File: src/verilog/gpp_pkg.sv
// Package: register map, pin masks and reset values for the two-port GPIO block
package gpp_pkg;
  localparam int          ADDR_W          = 4;
  localparam int          DATA_W          = 8;
  // Register offsets
  localparam logic [3:0]  OFS_A_DATA      = 4'h0;
  localparam logic [3:0]  OFS_A_DIR       = 4'h1;
  localparam logic [3:0]  OFS_A_PULLUP    = 4'h2;
  localparam logic [3:0]  OFS_B_DATA      = 4'h3;
  localparam logic [3:0]  OFS_B_DIR       = 4'h4;
  localparam logic [3:0]  OFS_STANDBY     = 4'h5;
  // Standby control field positions
  localparam int          STB_PIN_STATE   = 0;
  localparam int          STB_IRQ6_EN     = 1;
  localparam int          STB_IRQ7_EN     = 2;
  // Implemented pin positions
  localparam logic [7:0]  PORT_A_MASK     = 8'h39;
  localparam logic [7:0]  PORT_B_MASK     = 8'hC0;
  // Pins of port A that have a pull-up
  localparam logic [7:0]  PORT_A_PU_MASK  = 8'h38;
  // Reset values
  localparam logic [7:0]  RST_DATA        = 8'h00;
  localparam logic [7:0]  RST_DIR         = 8'h00;
  localparam logic [7:0]  RST_PULLUP      = 8'h00;
  localparam logic [2:0]  RST_STANDBY     = 3'h0;
  localparam logic [7:0]  RD_UNMAPPED     = 8'h00;
endpackage

File: src/verilog/gpp_port_pair.sv
// Top: two GPIO ports with direction, latch, override and standby isolation, pull-up on port A only
`timescale 1ns/1ps

module gpp_port_pair #(
  parameter logic [7:0] OPEN_DRAIN_A = 8'h00,         // Open-drain pins of port A
  parameter logic [7:0] OPEN_DRAIN_B = 8'h00          // Open-drain pins of port B
) (
  input  wire logic       i_ref_clk,                  // System clock, 40 MHz
  input  wire logic       i_rst,                      // Sync reset, active high
  input  wire logic [3:0] i_addr,                     // Register address
  input  wire logic [7:0] i_wdata,                    // Write data
  input  wire logic       i_wr,                       // Write strobe
  input  wire logic       i_rd,                       // Read strobe
  input  wire logic       i_rd_rmw,                   // Read is read-modify-write type
  output logic      [7:0] o_rdata,                    // Read data, cycle after strobe
  input  wire logic       i_standby,                  // Stop or watch mode active
  input  wire logic [7:0] i_pin_a,                    // Port A pad levels
  input  wire logic [7:0] i_pin_b,                    // Port B pad levels
  input  wire logic [7:0] i_periph_oe_a,              // Peripheral output enables, A
  input  wire logic [7:0] i_periph_out_a,             // Peripheral output levels, A
  input  wire logic [7:0] i_periph_oe_b,              // Peripheral output enables, B
  input  wire logic [7:0] i_periph_out_b,             // Peripheral output levels, B
  output logic      [7:0] o_pin_a,                    // Port A drive level
  output logic      [7:0] o_pin_a_oe_n,               // Port A enable, low drives
  output logic      [7:0] o_pin_b,                    // Port B drive level
  output logic      [7:0] o_pin_b_oe_n,               // Port B enable, low drives
  output logic      [7:0] o_pullup_a,                 // Port A pull-up connect
  output logic      [7:0] o_in_a,                     // Port A gated input to peripherals
  output logic      [7:0] o_in_b,                     // Port B gated input to peripherals
  output logic            o_ext_irq_six_input,        // Level to interrupt circuit
  output logic            o_ext_irq_seven_input       // Level to interrupt circuit
);

  // ----------------------------------------------------------------
  // Registers
  // ----------------------------------------------------------------
  logic [7:0] port_a_data_latch_q;
  logic [7:0] port_a_direction_q;
  logic [7:0] port_a_pullup_enable_q;
  logic [7:0] port_b_data_latch_q;
  logic [7:0] port_b_direction_q;
  logic [2:0] standby_control_q;

  logic [7:0] sync1_a_q;
  logic [7:0] sync2_a_q;
  logic [7:0] sync3_a_q;
  logic [7:0] pin_a_q;
  logic [7:0] sync1_b_q;
  logic [7:0] sync2_b_q;
  logic [7:0] sync3_b_q;
  logic [7:0] pin_b_q;

  logic       isolate;
  logic [7:0] in_keep_a;
  logic [7:0] in_keep_b;
  logic [7:0] drv_a_d;
  logic [7:0] en_a_d;
  logic [7:0] drv_b_d;
  logic [7:0] en_b_d;
  logic [7:0] rdata_d;

  // ----------------------------------------------------------------
  // Register writes
  // ----------------------------------------------------------------
  always_ff @(posedge i_ref_clk) begin
    if (i_rst) begin
      port_a_data_latch_q <= gpp_pkg::RST_DATA;
      port_b_data_latch_q <= gpp_pkg::RST_DATA;
    end else if (i_wr && i_addr == gpp_pkg::OFS_A_DATA) begin
      port_a_data_latch_q <= i_wdata;
    end else if (i_wr && i_addr == gpp_pkg::OFS_B_DATA) begin
      port_b_data_latch_q <= i_wdata;
    end
  end

  always_ff @(posedge i_ref_clk) begin
    if (i_rst) begin
      port_a_direction_q <= gpp_pkg::RST_DIR;
      port_b_direction_q <= gpp_pkg::RST_DIR;
    end else if (i_wr && i_addr == gpp_pkg::OFS_A_DIR) begin
      port_a_direction_q <= i_wdata;
    end else if (i_wr && i_addr == gpp_pkg::OFS_B_DIR) begin
      port_b_direction_q <= i_wdata;
    end
  end

  always_ff @(posedge i_ref_clk) begin
    if (i_rst) begin
      port_a_pullup_enable_q <= gpp_pkg::RST_PULLUP;
      standby_control_q      <= gpp_pkg::RST_STANDBY;
    end else if (i_wr && i_addr == gpp_pkg::OFS_A_PULLUP) begin
      port_a_pullup_enable_q <= i_wdata;
    end else if (i_wr && i_addr == gpp_pkg::OFS_STANDBY) begin
      standby_control_q      <= i_wdata[2:0];
    end
  end

  // ----------------------------------------------------------------
  // Pad input synchronisers
  // ----------------------------------------------------------------
  // Level updates only when stages two and three agree
  always_ff @(posedge i_ref_clk) begin
    if (i_rst) begin
      sync1_a_q <= 8'h00;
      sync2_a_q <= 8'h00;
      sync3_a_q <= 8'h00;
      pin_a_q   <= 8'h00;
      sync1_b_q <= 8'h00;
      sync2_b_q <= 8'h00;
      sync3_b_q <= 8'h00;
      pin_b_q   <= 8'h00;
    end else begin
      sync1_a_q <= i_pin_a;
      sync2_a_q <= sync1_a_q;
      sync3_a_q <= sync2_a_q;
      pin_a_q   <= (sync2_a_q & sync3_a_q) | (pin_a_q & (sync2_a_q ^ sync3_a_q));
      sync1_b_q <= i_pin_b;
      sync2_b_q <= sync1_b_q;
      sync3_b_q <= sync2_b_q;
      pin_b_q   <= (sync2_b_q & sync3_b_q) | (pin_b_q & (sync2_b_q ^ sync3_b_q));
    end
  end

  // ----------------------------------------------------------------
  // Pin drive and isolation
  // ----------------------------------------------------------------
  assign isolate = i_standby && standby_control_q[gpp_pkg::STB_PIN_STATE];

  // Interrupt inputs on port B bits 6 and 7 stay live when enabled
  assign in_keep_a = 8'h00;
  assign in_keep_b = {standby_control_q[gpp_pkg::STB_IRQ7_EN],
                      standby_control_q[gpp_pkg::STB_IRQ6_EN], 6'h00};

  // Software keeps peripheral outputs off while using a pin as port
  always_comb begin
    drv_a_d = (i_periph_oe_a & i_periph_out_a) |
              (~i_periph_oe_a & port_a_data_latch_q);
    en_a_d  = (i_periph_oe_a | port_a_direction_q) & gpp_pkg::PORT_A_MASK;
    en_a_d  = en_a_d & ~(OPEN_DRAIN_A & drv_a_d);
    drv_b_d = (i_periph_oe_b & i_periph_out_b) |
              (~i_periph_oe_b & port_b_data_latch_q);
    en_b_d  = (i_periph_oe_b | port_b_direction_q) & gpp_pkg::PORT_B_MASK;
    en_b_d  = en_b_d & ~(OPEN_DRAIN_B & drv_b_d);
    if (isolate) begin
      en_a_d = 8'h00;
      en_b_d = 8'h00;
    end
  end

  // Registered pad drive adds one cycle after a latch write
  always_ff @(posedge i_ref_clk) begin
    if (i_rst) begin
      o_pin_a      <= 8'h00;
      o_pin_a_oe_n <= 8'hFF;
      o_pin_b      <= 8'h00;
      o_pin_b_oe_n <= 8'hFF;
      o_pullup_a   <= 8'h00;
    end else begin
      o_pin_a      <= drv_a_d & gpp_pkg::PORT_A_MASK;
      o_pin_a_oe_n <= ~en_a_d;
      o_pin_b      <= drv_b_d & gpp_pkg::PORT_B_MASK;
      o_pin_b_oe_n <= ~en_b_d;
      o_pullup_a   <= port_a_pullup_enable_q & gpp_pkg::PORT_A_PU_MASK &
                      ~(en_a_d & ~drv_a_d);
    end
  end

  // ----------------------------------------------------------------
  // Inputs to peripherals and interrupt circuit
  // ----------------------------------------------------------------
  always_ff @(posedge i_ref_clk) begin
    if (i_rst) begin
      o_in_a                <= 8'h00;
      o_in_b                <= 8'h00;
      o_ext_irq_six_input   <= 1'b0;
      o_ext_irq_seven_input <= 1'b0;
    end else begin
      o_in_a <= (isolate ? (pin_a_q & in_keep_a) : pin_a_q) & gpp_pkg::PORT_A_MASK;
      o_in_b <= (isolate ? (pin_b_q & in_keep_b) : pin_b_q) & gpp_pkg::PORT_B_MASK;
      // Level always passes, even in isolation; software masks unused irqs
      o_ext_irq_six_input   <= pin_b_q[6];
      o_ext_irq_seven_input <= pin_b_q[7];
    end
  end

  // ----------------------------------------------------------------
  // Read path
  // ----------------------------------------------------------------
  always_comb begin
    rdata_d = gpp_pkg::RD_UNMAPPED;
    if (i_addr == gpp_pkg::OFS_A_DATA) begin
      if (i_rd_rmw) begin
        rdata_d = port_a_data_latch_q;
      end else begin
        rdata_d = (port_a_direction_q & ~i_periph_oe_a & port_a_data_latch_q) |
                  (~(port_a_direction_q & ~i_periph_oe_a) & pin_a_q);
      end
    end else if (i_addr == gpp_pkg::OFS_A_DIR) begin
      rdata_d = port_a_direction_q;
    end else if (i_addr == gpp_pkg::OFS_A_PULLUP) begin
      rdata_d = port_a_pullup_enable_q;
    end else if (i_addr == gpp_pkg::OFS_B_DATA) begin
      if (i_rd_rmw) begin
        rdata_d = port_b_data_latch_q;
      end else begin
        rdata_d = (port_b_direction_q & ~i_periph_oe_b & port_b_data_latch_q) |
                  (~(port_b_direction_q & ~i_periph_oe_b) & pin_b_q);
      end
    end else if (i_addr == gpp_pkg::OFS_B_DIR) begin
      rdata_d = port_b_direction_q;
    end else if (i_addr == gpp_pkg::OFS_STANDBY) begin
      rdata_d = {5'h00, standby_control_q};
    end
  end

  always_ff @(posedge i_ref_clk) begin
    if (i_rst) begin
      o_rdata <= 8'h00;
    end else if (i_rd) begin
      o_rdata <= rdata_d;
    end else begin
      o_rdata <= 8'h00;
    end
  end

endmodule // gpp_port_pair

File: config.mk
export PLATFORM = sky130hd
export DESIGN_NAME = gpp_port_pair
export DESIGN_NICKNAME = d
export VERILOG_FILES = /design/src/verilog/gpp_pkg.sv /design/src/verilog/gpp_port_pair.sv
export SDC_FILE = /design/constraint.sdc
export NUM_CORES = 1
export LEC_CHECK = 0
export BUFFER_PORTS_ARGS = -buffer_cell sky130_fd_sc_hd__buf_2
export CORE_MARGIN = 2
export CORE_UTILIZATION = 44
export DETAILED_ROUTE_END_ITERATION = 6
export PLACE_DENSITY = 0.68
export SYNTH_ARGS = -nofsm -noshare
export SYNTH_HDL_FRONTEND = slang
export SYNTH_SLANG_ARGS = --single-unit
File: constraint.sdc
create_clock -name i_ref_clk -period 1.4 [get_ports i_ref_clk]
set_input_delay 0.07 -clock i_ref_clk [delete_from_list [all_inputs] [get_ports i_ref_clk]]
set_output_delay 0.07 -clock i_ref_clk [all_outputs]
set_load 0.02 [all_outputs]
After elaboration in Yosys (flattened, before gate mapping)
Cells that the tools add are included.
{"block": "word_totals", "ff_bits": 173, "inputBits": 66, "wordCells": 96}
{"block": "op_classes", "n_eq_ne": 5, "n_mux": 11, "n_bitwise": 39, "n_reduce_logical": 13}
{"operator": "AND 8 bit", "count": 16}
{"operator": "2-to-1 mux 8 bit", "count": 9}
{"operator": "inverter 8 bit", "count": 8}
{"operator": "bitwise OR 8 bit", "count": 7}
{"operator": "XOR 8 bit", "count": 2}
{"operator": "AND 6 x 8 -> 8 bit", "count": 1}
{"operator": "equality test 4 x 2 -> 1 bit (second input constant)", "count": 2}
{"operator": "equality test 4 x 3 -> 1 bit (second input constant)", "count": 2}
{"operator": "logical AND 1 bit", "count": 7}
{"operator": "2-to-1 mux 6 bit", "count": 1}
{"operator": "bitwise OR 6 bit", "count": 1}
{"operator": "AND reduction 2 bit", "count": 3}
{"operator": "equality test 4 x 1 -> 1 bit (second input constant)", "count": 1}
{"operator": "logical NOT 4 bit", "count": 1}
{"operator": "inverter 1 bit", "count": 4}
{"operator": "OR reduction 2 bit", "count": 2}
{"operator": "2-to-1 mux 3 bit", "count": 1}

Longest topological paths before layout
Gate-level depths: netlist of the first run.
{"block": "logic_depth", "word_depth": 10, "mapped_depth": 6}

Worst setup path after synthesis of the first run
No wires, ideal clock.
{"block": "synth_timing", "path_kind": "input -> register", "startpoint": "input i_addr[1]", "endpoint": "register port_a_direction_q[0]", "t_arrival_ns": 1.043, "t_required_ns": 1.272, "setup_slack_ns": 0.230, "path_stages": 6, "path_cell_list": "buf_6 > nor3_2 > and3_1 > buf_6 > mux2i_1 > nor2_1"}
{"block": "synth_via", "elab_chain_cells": 2}
{"element": "from (decl)", "line_no": "gpp_port_pair.sv:10", "source": "input wire logic [3:0] i_addr,"}
{"element": "equality test 4 x 1 -> 1 bit", "line_no": "gpp_port_pair.sv:80", "source": "end else if (i_wr && i_addr == gpp_pkg::OFS_A_DIR) begin"}
{"element": "logical AND 1 bit", "line_no": "gpp_port_pair.sv:80"}
{"element": "to (signal assigned)", "line_no": "gpp_port_pair.sv:78", "source": "port_a_direction_q <= gpp_pkg::RST_DIR;"}
{"element": "to (signal assigned)", "line_no": "gpp_port_pair.sv:81", "source": "port_a_direction_q <= i_wdata;"}
{"element": "to (decl)", "line_no": "gpp_port_pair.sv:38", "source": "logic [7:0] port_a_direction_q;"}
Every way passes these cells.
A chain may end at the register's enable or synchronous reset.

Worst setup path in the final report of the first run
{"block": "layout_timing", "startpoint": "register port_b_direction_q[1]", "endpoint": "register o_rdata[1]"}
{"block": "layout_via", "elab_chain_cells": 9, "elab_cells_between_ends": 11}
{"element": "from (decl)", "line_no": "gpp_port_pair.sv:41", "source": "logic [7:0] port_b_direction_q;"}
{"element": "from (signal assigned)", "line_no": "gpp_port_pair.sv:79", "source": "port_b_direction_q <= gpp_pkg::RST_DIR;"}
{"element": "from (signal assigned)", "line_no": "gpp_port_pair.sv:83", "source": "port_b_direction_q <= i_wdata;"}
{"element": "AND 8 bit", "line_no": "gpp_port_pair.sv:206, gpp_port_pair.sv:207"}
{"element": "inverter 8 bit", "line_no": "gpp_port_pair.sv:207", "source": "(~(port_b_direction_q & ~i_periph_oe_b) & pin_b_q);"}
{"element": "AND 8 bit", "line_no": "gpp_port_pair.sv:207"}
{"element": "bitwise OR 8 bit", "line_no": "gpp_port_pair.sv:206", "source": "rdata_d = (port_b_direction_q & ~i_periph_oe_b & port_b_data_latch_q) |"}
{"element": "2-to-1 mux 8 bit", "line_no": "gpp_port_pair.sv:203", "source": "if (i_rd_rmw) begin"}
{"element": "2-to-1 mux 8 bit *", "line_no": "gpp_port_pair.sv:202", "source": "end else if (i_addr == gpp_pkg::OFS_B_DATA) begin"}
{"element": "2-to-1 mux 8 bit *", "line_no": "gpp_port_pair.sv:200", "source": "end else if (i_addr == gpp_pkg::OFS_A_PULLUP) begin"}
{"element": "2-to-1 mux 8 bit *", "line_no": "gpp_port_pair.sv:198", "source": "end else if (i_addr == gpp_pkg::OFS_A_DIR) begin"}
{"element": "2-to-1 mux 8 bit *", "line_no": "gpp_port_pair.sv:191", "source": "if (i_addr == gpp_pkg::OFS_A_DATA) begin"}
{"element": "to (signal assigned)", "line_no": "gpp_port_pair.sv:220", "source": "o_rdata <= rdata_d;"}
{"element": "to (decl)", "line_no": "gpp_port_pair.sv:15", "source": "output logic [7:0] o_rdata,"}
Mark *: on every way between the ends. The rest lies on a longest branch, timed or not.

==> metrics.csv, run 1 <==
metric;value;unit
r2r_setup_slack;0.08;ns
final_max_slew_viol_count;0;
worstPathArrival;1.66;ns
cts_tree;yes;
yosysTopAreaCell;dfxtp_1;
yosys.area_share.xor_xnor;0;
cp_cell_sequence;nor2b_1 -> o31a_1 -> a21oi_1 -> o21ai_1 -> a21oi_1;
tns;0;ns
outcome;finished clean;
synth_top_family_by_area;simple AND/OR/NAND/NOR gates;
drtIter0Drc;266;
p_seq_frac;0.447;
switching_share;0.2349;
async_reset_ff_frac;0;
drc;0;
drt_wl_total;12300;microns
synth_edf_count;0;
cp.depth;5;
crit_slowest_cell;dfxtp_1;
powerDensity;1300;mW/mm^2
first_pass_iters;4;
synth_compound_area_frac;0.1092;
yosys_warnings;0;
switchingPower;0.002131;W
reg2reg_depth;5;
max_freq;754.8;MHz
antenna_left;0;
rows;40;
yosys.area_share.simple;0.1843;
start_util;0.4531;
fp.coreArea;0.01206;sq mm
portBuffers;86;
timing_worst_setup_path_type;register to register;
finalNonFillerCells;892;
cts_setup_buffers;0;
cpMostUsedCell;a21oi_1;
clock-sinks;138;
final_cell_mix;dfxtp_1, buf_2, nor2_1, a21oi_1, nor2b_1;
post_cts_resized;0;
rr_endpoint;o_rdata[1]$_SDFF_PP0_;
critical_path.top_delay_family;compound AO/OA/AOI/OAI gates;
synthCells;576;
cts.clk_slew.worst_paths;0.06;ns
cp_num_buf_inv;0;
ys_top_cells_by_area;dfxtp_1, mux2i_1, nor2b_1, a21oi_1, buf_4;
comb_power_share;0.078;
period_needed;1.325;ns
synth_fa_ha_area_frac;0.03663;
met2_usage;0.3119;
gr-usage-met1;0.2354;
vias;4316;
synth_area;0.005465;sq mm
design_power_total;0.009069;W
holdCritPathClass;input pin to register;
grt_max_degree;62;
critical_path.max_stage_delay;0.33;ns
seq_area_frac_synth;0.5055;
muxShareOfSynthArea;0.07807;
gr-usage-all-layers;0.1917;
cp_max_fo;3;
ys_ff_latch;138;
endpoint_kind;register;
antenna_found_initial;0;
crit_path_end;o_rdata[1]$_SDFF_PP0_;
final.setup_skew;0.008432;ns
critical_path_required;1.73;ns
synth_cell_types;40;
synth_top_area_frac;0.5055;
ir_worst_vdd;567.8;uV
clkPwrFrac;0.475;
die-area;0.01333;sq mm
syn_avg_cell_area;9.488;sq um
final_layout_size_suffix_gt1_frac;0.2061;
fin_nets;792;
gr-total-overflow;0;
p_int;0.006939;W
clock-root-buffer;clkbuf_16;
use_met3;0.05544;
via_per_inst;4.839;
power.leakage;3.063;nW
dp_cells;820;
grt_pass1_wl;19580;microns
grt_pass1_vias;4142;
regToRegStartpoint;port_b_direction_q[1]$_SDFFE_PP0P_;
startpoint_type;register;
io_pins;132;
maxCapViolations;0;
cts_buffer_depth;2;
synth_flop_cell;dfxtp_1;
clk_latency;0.41;ns
gp_congestion;0.9032;
syn_to_final_growth;27.63;%
cp-startpoint;port_b_direction_q[1]$_SDFFE_PP0P_;
grt_setup_unrepaired;no;
numCtsBuffers;17;
wl_per_cell;13.79;microns
h-tree-depth;4;
busiest_layer;met2;
dp_hpwl;8339;microns
die_y;115.5;microns
hold_viol;0;
fp.dieW;115.5;microns
postCtsHoldBufs;39;
period_share;0.9463;
fin_util;0.5783;
setup_violations;0;
layout_commonest_cell;dfxtp_1;
fillers;1058;
-- cell usage after synthesis (2+ instances only) --
master	instances
nand2_1	33
a2bb2oi_1	4
conb_1	2
nand3b_1	2
mux2_2	5
mux2i_1	37
buf_1	3
a221o_1	3
buf_2	8
nand3_1	17
buf_4	36
a21oi_1	58
o21ai_0	19
nor3b_1	3
and2_1	4
o21ai_1	3
nor2b_1	55
and3b_1	3
ha_1	16
inv_1	16
dfxtp_1	138
clkbuf_1	13
o221ai_1	4
and2b_4	2
o21a_1	2
nor3_1	3
buf_6	3
o31a_1	3
nand2b_1	5
a22oi_1	4
o32ai_1	2
nor2_1	62
-- power groups by stage --
stage          logic [W]  registers (W)  clock network [W]
6_report        0.000705        0.00406            0.00431
5_1_grt         0.000772        0.00407            0.00457
4_1_cts         0.000702        0.00406            0.00438
3_5_place_dp    0.000613        0.00414                  0
3_3_place_gp    0.000601        0.00414                  0
2_1_floorplan   0.000440        0.00416                  0
-- worst reg2reg max path, stage by stage, from the launching register on --
cell     delay, ns
dfxtp_1       0.33
nor2b_1       0.15
o31a_1        0.24
a21oi_1       0.23
o21ai_1       0.12
a21oi_1       0.18
-- cell families after synthesis --
group                    Yosys count
AND/OR/NAND/NOR                  196
flip-flops                       138
AO/OA/AOI/OAI                    103
buffers and inverters             79
multiplexers                      42
adder cells (fa/ha/maj)           16
other                              2
-- stage by stage --
step	cell area [sq um]	hold WS, ns	setup WS, ns
after floorplan	5589	0.1704	0.2296
after global placement	6003	0.2796	0.1052
after detailed placement	6003	0.2837	0.05669
after CTS	6973	0.01459	0.07741
after global routing	6973	0.05249	0.01877
final	6975	0.04004	0.07517
-- cell type report --
class	instances	area (sq um)	area share
Antenna cell	1	2.502	0.0003587
Clock buffer	18	429.2	0.06152
Clock inverter	14	150.1	0.02152
Inverter	16	60.06	0.008610
Multi-Input combinational cell	392	2362	0.3387
Sequential cell	138	2763	0.3961
Tap cell	168	210.2	0.03013
Timing Repair Buffer	145	998.5	0.1431
-- flip-flops by register name (all words and copies together) (netlist names), 2 cells and up --
signal	count
o_in_a	4
o_in_b	2
o_pin_a	4
o_pin_a_oe_n	4
o_pin_b	2
o_pin_b_oe_n	2
o_pullup_a	3
o_rdata	8
pin_a_q	8
pin_b_q	8
port_a_data_latch_q	8
port_a_direction_q	8
port_a_pullup_enable_q	8
port_b_data_latch_q	8
port_b_direction_q	8
standby_control_q	3
sync1_a_q	8
sync1_b_q	8
sync2_a_q	8
sync2_b_q	8
sync3_a_q	8
sync3_b_q	8
-- how the worst min path moves through the flow --
stage	from	endpoint	slack [ns]	cells past startpoint
after global placement	i_pin_b[6]	sync1_b_q[6]$_SDFF_PP0_	0.28	2
after CTS	i_wr	port_a_data_latch_q[4]$_SDFFE_PP0N_	0.01	3
after global routing	i_wr	port_a_data_latch_q[6]$_SDFFE_PP0N_	0.05	3
final	i_wr	port_a_data_latch_q[5]$_SDFFE_PP0N_	0.04	3
after floorplan	i_periph_oe_a[0]	o_pin_a_oe_n[0]$_SDFF_PP1_	0.17	1
after detailed placement	i_pin_a[5]	sync1_a_q[5]$_SDFF_PP0_	0.28	2
-- metal layers --
metal	routed length [microns]	vias to the layer above
met5	0	-
met4	253	0
met3	950	21
met2	5795	156
met1	5300	2003
li1	-	2136
No activity file was read; power rests on OpenSTA's default activity.
==> run 2, diff against run 1 <==
--- a/config.mk
+++ b/config.mk
@@ -6,10 +6,14 @@
 export NUM_CORES = 1
 export LEC_CHECK = 0
 export BUFFER_PORTS_ARGS = -buffer_cell sky130_fd_sc_hd__buf_2
+export CELL_PAD_IN_SITES_DETAIL_PLACEMENT = 0
+export CELL_PAD_IN_SITES_GLOBAL_PLACEMENT = 1
+export CORE_ASPECT_RATIO = 0.6
 export CORE_MARGIN = 2
-export CORE_UTILIZATION = 44
+export CORE_UTILIZATION = 40
 export DETAILED_ROUTE_END_ITERATION = 6
-export PLACE_DENSITY = 0.68
+export GPL_TIMING_DRIVEN = 0
+export PLACE_DENSITY = 0.79
 export SYNTH_ARGS = -nofsm -noshare
 export SYNTH_HDL_FRONTEND = slang
 export SYNTH_SLANG_ARGS = --single-unit
==> run 2 against run 1 <==
Effect of this change:
- sequential cell count unchanged
- critical path type unchanged
- non-clock buffer count increased by 43
- die area increased by 9.9%
- final cell count increased by 5.4%
- sequential share of layout area decreased by 1.8 points
- setup slack got worse by 0.034 ns
- global-route usage increased by 1.5 points
- clock power increased by 14%
==> metrics.csv, run 2 (synthesis gave the netlist of run 1 again) <==
metric;value;unit;change
grt_max_degree;17;;-73%
hold_viol;0;;unchanged
gp_congestion;0.9199;;+1.8%
first_pass_iters;5;;+1
vias;4522;;+4.8%
critical_path.top_delay_family;compound AO/OA/AOI/OAI gates;;
critical_path.max_stage_delay;0.37;ns;+0.04 ns
fp.coreArea;0.01350;sq mm;+12%
outcome;finished clean;;
final_layout_size_suffix_gt1_frac;0.2392;;+0.03313
cts_setup_buffers;0;;unchanged
clock-root-buffer;clkbuf_16;;
via_per_inst;4.811;;-0.58%
drc;0;;unchanged
maxCapViolations;0;;unchanged
fp.dieW;154.9;microns;+34%
gr-usage-all-layers;0.2067;;+0.01506
r2r_setup_slack;0.04;ns;-0.03 ns
final.setup_skew;0.005909;ns;-0.002523 ns
cp_num_buf_inv;0;;unchanged
cp_max_fo;4;;+1
cts.clk_slew.worst_paths;0.06;ns;about the same
h-tree-depth;4;;unchanged
numCtsBuffers;17;;unchanged
final_cell_mix;dfxtp_1, buf_2, nor2_1, a21oi_1, nor2b_1;;
drtIter0Drc;267;;+0.38%
period_needed;1.359;ns;+0.03394 ns
wl_per_cell;15.54;microns;+13%
crit_slowest_cell;dfxtp_1;;
die_y;94.54;microns;-18%
startpoint_type;register;;
powerDensity;1341;mW/mm^2;+3.1%
ir_worst_vdd;911.7;uV;+61%
clk_latency;0.42;ns;about the same
endpoint_kind;register;;
cts_buffer_depth;2;;unchanged
final_max_slew_viol_count;0;;unchanged
worstPathArrival;1.63;ns;-0.03 ns
max_slew.worst_pin.slew;0.6655;ns;
drt_wl_total;14610;microns;+19%
layout_commonest_cell;dfxtp_1;;
io_pins;132;;unchanged
start_util;0.4048;;-0.04833
grt_setup_unrepaired;no;;
period_share;0.9705;;+0.02424
setup_violations;0;;unchanged
tns;0;ns;unchanged
design_power_total;0.009786;W;+7.9%
fin_nets;835;;+5.4%
rows;33;;-18%
die-area;0.01464;sq mm;+9.9%
cts_tree;yes;;
portBuffers;86;;unchanged
dp_hpwl;10440;microns;+25%
max_freq;736.0;MHz;-2.5%
max_slew_margin;0.5539;;
critical_path_required;1.67;ns;-0.06 ns
clock-sinks;138;;unchanged
holdCritPathClass;input pin to register;;
grt_pass1_vias;4378;;+5.7%
grt_pass1_wl;22900;microns;+17%
n_antenna_cell;0;;-1
timing_worst_setup_path_type;register to register;;
antenna_found_initial;0;;unchanged
syn_to_final_growth;33.54;%;
antenna_left;0;;unchanged
cp_cell_sequence;a21oi_2 -> mux2_2 -> a21oi_1 -> o32ai_2;;
power.leakage;3.266;nW;+6.6%
fin_util;0.5405;;-0.03778
gr-total-overflow;0;;unchanged
hold_ws;0.07618;ns;+0.03614 ns
## run 2: cell count changes in the layout (fill, tap and decap cells not counted), sizes merged
cell and delta:
buf +30, diode -1, clkinvlp -3, inv -1, clkbuf +14, bufinv +3, clkinv -1
## run 2: final cells by class
class | count | area (sq um)
clock buffers | 19 | 452.9
fillers | 1228 | 6203
plain buffers | 63 | 409.1
repair buffers | 125 | 820.8
clock inverters | 12 | 196.4
flip-flops and latches | 138 | 2763
multi-input cells | 392 | 2377
inverters | 16 | 60.06
well taps | 175 | 219.0
## run 2: worst register-to-register path: cells and delay by family, from the launching register on
family / cells / cell delay [ns]
muxes: 1 / 0.35
DFF: 1 / 0.37
AOI/OAI and AO/OA: 3 / 0.50
## run 2: where the power goes
part           switching, W  leakage [nW]  internal (W)  total [W]
clock               0.00167         0.311       0.00324    0.00491
combinational      0.000467          1.83      0.000352   0.000819
sequential        0.0000360          1.12       0.00402    0.00406
## run 2: final timing paths
kind | depth (start not counted) | from | endpoint
min | 4 | i_addr[3] | port_a_data_latch_q[7]$_SDFFE_PP0N_
min reg2reg | 1 | sync1_b_q[7]$_SDFF_PP0_ | sync2_b_q[7]$_SDFF_PP0_
max | 4 | port_b_direction_q[6]$_SDFFE_PP0P_ | o_rdata[6]$_SDFF_PP0_
max reg2reg | 4 | port_b_direction_q[6]$_SDFFE_PP0P_ | o_rdata[6]$_SDFF_PP0_
## run 2: metrics by stage
| step | instance area (sq um) | cells | setup slack (ns) |
|---|---|---|---|
| 6_report | 7298 | 940 | 0.04123 |
| 5_1_grt | 7298 | 940 | 0.02177 |
| 4_1_cts | 7286 | 940 | 0.04917 |
| 3_5_place_dp | 6238 | 870 | -0.6157 |
| 3_3_place_gp | 6238 | 870 | -0.6103 |
| 2_1_floorplan | 5589 | 609 | 0.2296 |
## run 2: metal layers
layer	GRT usage	share of wire	vias up
met5	0	0	-
met4	0.07253	0.013	0
met3	0.05002	0.066	14
met2	0.3111	0.42	156
met1	0.2903	0.50	2127
li1	-	-	2225
## run 2: timing repair
item | in CTS | in global routing
hold buffers | 39 | 0
setup endpoints to repair | 35 | 31
hold endpoints to repair | 47 | 0
gates resized for setup | 4 | 4
pin swaps | 0 | 0
==> run 3, diff against run 2 <==
--- a/config.mk
+++ b/config.mk
@@ -5,15 +5,17 @@
 export SDC_FILE = /design/constraint.sdc
 export NUM_CORES = 1
 export LEC_CHECK = 0
+export ABC_AREA = 1
 export BUFFER_PORTS_ARGS = -buffer_cell sky130_fd_sc_hd__buf_2
 export CELL_PAD_IN_SITES_DETAIL_PLACEMENT = 0
 export CELL_PAD_IN_SITES_GLOBAL_PLACEMENT = 1
 export CORE_ASPECT_RATIO = 0.6
 export CORE_MARGIN = 2
-export CORE_UTILIZATION = 40
+export CORE_UTILIZATION = 38
 export DETAILED_ROUTE_END_ITERATION = 6
 export GPL_TIMING_DRIVEN = 0
-export PLACE_DENSITY = 0.79
+export MAX_ROUTING_LAYER = met4
+export PLACE_DENSITY = 0.78
 export SYNTH_ARGS = -nofsm -noshare
 export SYNTH_HDL_FRONTEND = slang
 export SYNTH_SLANG_ARGS = --single-unit
==> run 3 against run 2 <==
Effect of this change:
- maximum frequency increased by 8.6%
- total power decreased by 6.1%
- routed wire length increased by 2.6%
- largest cell class unchanged
- largest power group unchanged
==> metrics.csv, run 3 <==
metric;value;unit;change
dp_cells;1001;;+15%
first_pass_iters;6;;+1
vias;4737;;+4.8%
setup_violations;0;;unchanged
n_antenna_cell;0;;unchanged
switchingPower;0.002382;W;+9.4%
synth_top_area_frac;0.5036;;-0.001845
rows;33;;unchanged
drt_wl_total;14990;microns;+2.6%
grt_pass1_wl;23870;microns;+4.2%
period_needed;1.252;ns;-0.1072 ns
cts_tree;yes;;
final_max_slew_viol_count;0;;unchanged
fp.dieW;159.1;microns;+2.7%
die-area;0.01544;sq mm;+5.5%
dp_hpwl;11170;microns;+6.9%
synth_fa_ha_area_frac;0.03650;;-0.0001337
comb_power_share;0.087;;+0.003
worstPathArrival;1.61;ns;-0.02 ns
clock-sinks;138;;unchanged
seq_area_frac_synth;0.5036;;-0.001845
hold_viol;0;;unchanged
use_met3;0.04951;;-0.0005138
grt_setup_unrepaired;no;;
cts.clk_slew.worst_paths;0.06;ns;about the same
via_per_inst;4.465;;-7.2%
switching_share;0.2591;;+0.03674
fp.coreArea;0.01387;sq mm;+2.8%
antenna_found_initial;0;;unchanged
yosysTopAreaCell;dfxtp_1;;
holdCritPathClass;input pin to register;;
grt_pass1_vias;4511;;+3.0%
yosys.area_share.simple;0.1706;;-0.01367
muxShareOfSynthArea;0;;-0.07807
gr-usage-all-layers;0.2068;;about the same
final.setup_skew;0.006195;ns;+0.0002853 ns
cts_buffer_depth;2;;unchanged
yosys.area_share.xor_xnor;0;;unchanged
synth_area;0.005485;sq mm;+0.37%
power.leakage;3.344;nW;+2.4%
clock-root-buffer;clkbuf_16;;
wl_per_cell;14.13;microns;-9.1%
critical_path_required;1.76;ns;+0.09 ns
met2_usage;0.2873;;-0.02382
endpoint_kind;register;;
hold_ws;0.004450;ns;-0.07173 ns
maxCapViolations;0;;unchanged
ir_worst_vdd;661.6;uV;-27%
p_seq_frac;0.443;;+0.028
ys_top_cells_by_count;dfxtp_1, inv_1, nor2_1, a21oi_1, nand2_1;;
gr-total-overflow;0;;unchanged
syn_avg_cell_area;7.938;sq um;-16%
period_share;0.8940;;-0.07654
synthMostInstantiatedCell;dfxtp_1;;
portBuffers;85;;-1.2%
start_util;0.3954;;-0.009399
timing_worst_setup_path_type;register to register;;
p_int;0.006810;W;-11%
die_y;97.07;microns;+2.7%
io_pins;132;;unchanged
synthCells;691;;+20%
max_slew_margin;0.5209;;-0.03306
clk_latency;0.42;ns;about the same
busiest_layer;met1;;
r2r_setup_slack;0.15;ns;+0.11 ns
antenna_left;0;;unchanged
gp_congestion;0.8976;;-2.4%
synth_edf_count;0;;unchanged
yosys_warnings;0;;unchanged
holdPathStages;3;;-1
fin_nets;938;;+12%
final_layout_size_suffix_gt1_frac;0.2071;;-0.03208
placed_area;0.006275;sq mm;+0.58%
synth_cell_types;25;;-38%
layout_commonest_cell;dfxtp_1;;
max_slew.worst_pin.slew;0.7187;ns;+0.05321 ns
reg2reg_depth;5;;+1
cp_max_fo;4;;unchanged
tns;0;ns;unchanged
ys_top_cells_by_area;dfxtp_1, inv_1, a21oi_1, nor2_1, buf_4;;
synth_top_family_by_area;simple AND/OR/NAND/NOR gates;;
clkPwrFrac;0.470;;-0.032
ys_ff_latch;138;;unchanged
outcome;finished clean;;
numCtsBuffers;17;;unchanged
grt_max_degree;17;;unchanged
finalNonFillerCells;1061;;+13%
gr-usage-met1;0.2964;;+0.006093
final_cell_area;0.007128;sq mm;-2.3%
synth_flop_cell;dfxtp_1;;
syn_to_final_growth;29.95;%;
synth_compound_area_frac;0.1321;;+0.02287
max_freq;799.0;MHz;+8.6%
h-tree-depth;4;;unchanged
drc;0;;unchanged
startpoint_type;register;;
powerDensity;1289;mW/mm^2;-3.8%
async_reset_ff_frac;0;;unchanged
final_cell_mix;dfxtp_1, inv_1, buf_2, nor2_1, a21oi_1;;
drtIter0Drc;390;;+46%
[run 3: cell types whose count changed after synthesis, moves of 5 or more]
cell / change
a21oi_1: +20
inv_1: +103
mux2_2: -5
mux2i_1: -37
nand2_1: +33
nand2b_1: -5
nand3_1: +23
nor2_1: +26
nor2b_1: -55
o21ai_0: +34
[run 3: routing by layer]
metal,vias to the layer above,routed length (microns)
met5,-,0
met4,0,194
met3,16,971
met2,146,6097
met1,2142,7726
li1,2433,-
[run 3: path summary, 6_finish.rpt]
path | end | start
worst max-delay path | o_in_a[0]$_SDFF_PP0_ | standby_control_q[0]$_SDFFE_PP0P_
worst min-delay path | o_in_b[7]$_SDFF_PP0_ | i_standby
worst max register to register | o_in_a[0]$_SDFF_PP0_ | standby_control_q[0]$_SDFFE_PP0P_
worst min register to register | sync2_b_q[0]$_SDFF_PP0_ | sync1_b_q[0]$_SDFF_PP0_
[run 3: what timing repair did]
action / CTS / global route
hold buffers: 28 / 0
gates resized for setup: 1 / 1
endpoints found under the hold margin: 32 / 0
setup buffers: 0 / 0
endpoints found under the setup margin: 1 / 1
[run 3: layout make-up]
cell class                      count  area (sq um)
Buffer                             59         394.1
Clock buffer                       17         425.4
Clock inverter                     15         140.1
Fill cell                        1406          6745
Inverter                          122         460.4
Multi-Input combinational cell    405          1999
Sequential cell                   138          2763
Tap cell                          192         240.2
Timing Repair Buffer              113         705.7
[run 3: critical path, cell delays in order, from the launching register on]
cell and delay [ns]:
dfxtp_1 0.33, nand2_1 0.12, inv_1 0.17, nor2_2 0.29, inv_1 0.16, nor2_1 0.12
[run 3: power by group through the flow]
stage / Clock (W) / Combinational [W] / Sequential (W)
2_1_floorplan: 0 / 0.000443 / 0.00418
6_report: 0.00432 / 0.000798 / 0.00407
5_1_grt: 0.00460 / 0.000883 / 0.00408
3_5_place_dp: 0 / 0.000726 / 0.00416
4_1_cts: 0.00439 / 0.000791 / 0.00407
3_3_place_gp: 0 / 0.000718 / 0.00416
[run 3: cell families after synthesis]
group / count (synthesis)
flip-flops: 138
other: 2
adder cells (fa/ha/maj): 16
AO/OA/AOI/OAI: 141
buffers and inverters: 181
AND/OR/NAND/NOR: 213
[run 3: per-stage QoR]
stage,util,worst slack (ns),power [W]
finish,0.5138,0.1484,0.009191
global route,0.5138,0.04711,0.009571
CTS,0.5134,0.06106,0.009259
detailed placement,0.4523,-0.1136,0.004887
global placement,0.4523,-0.1064,0.004875
floorplan,-,0.4688,0.004627
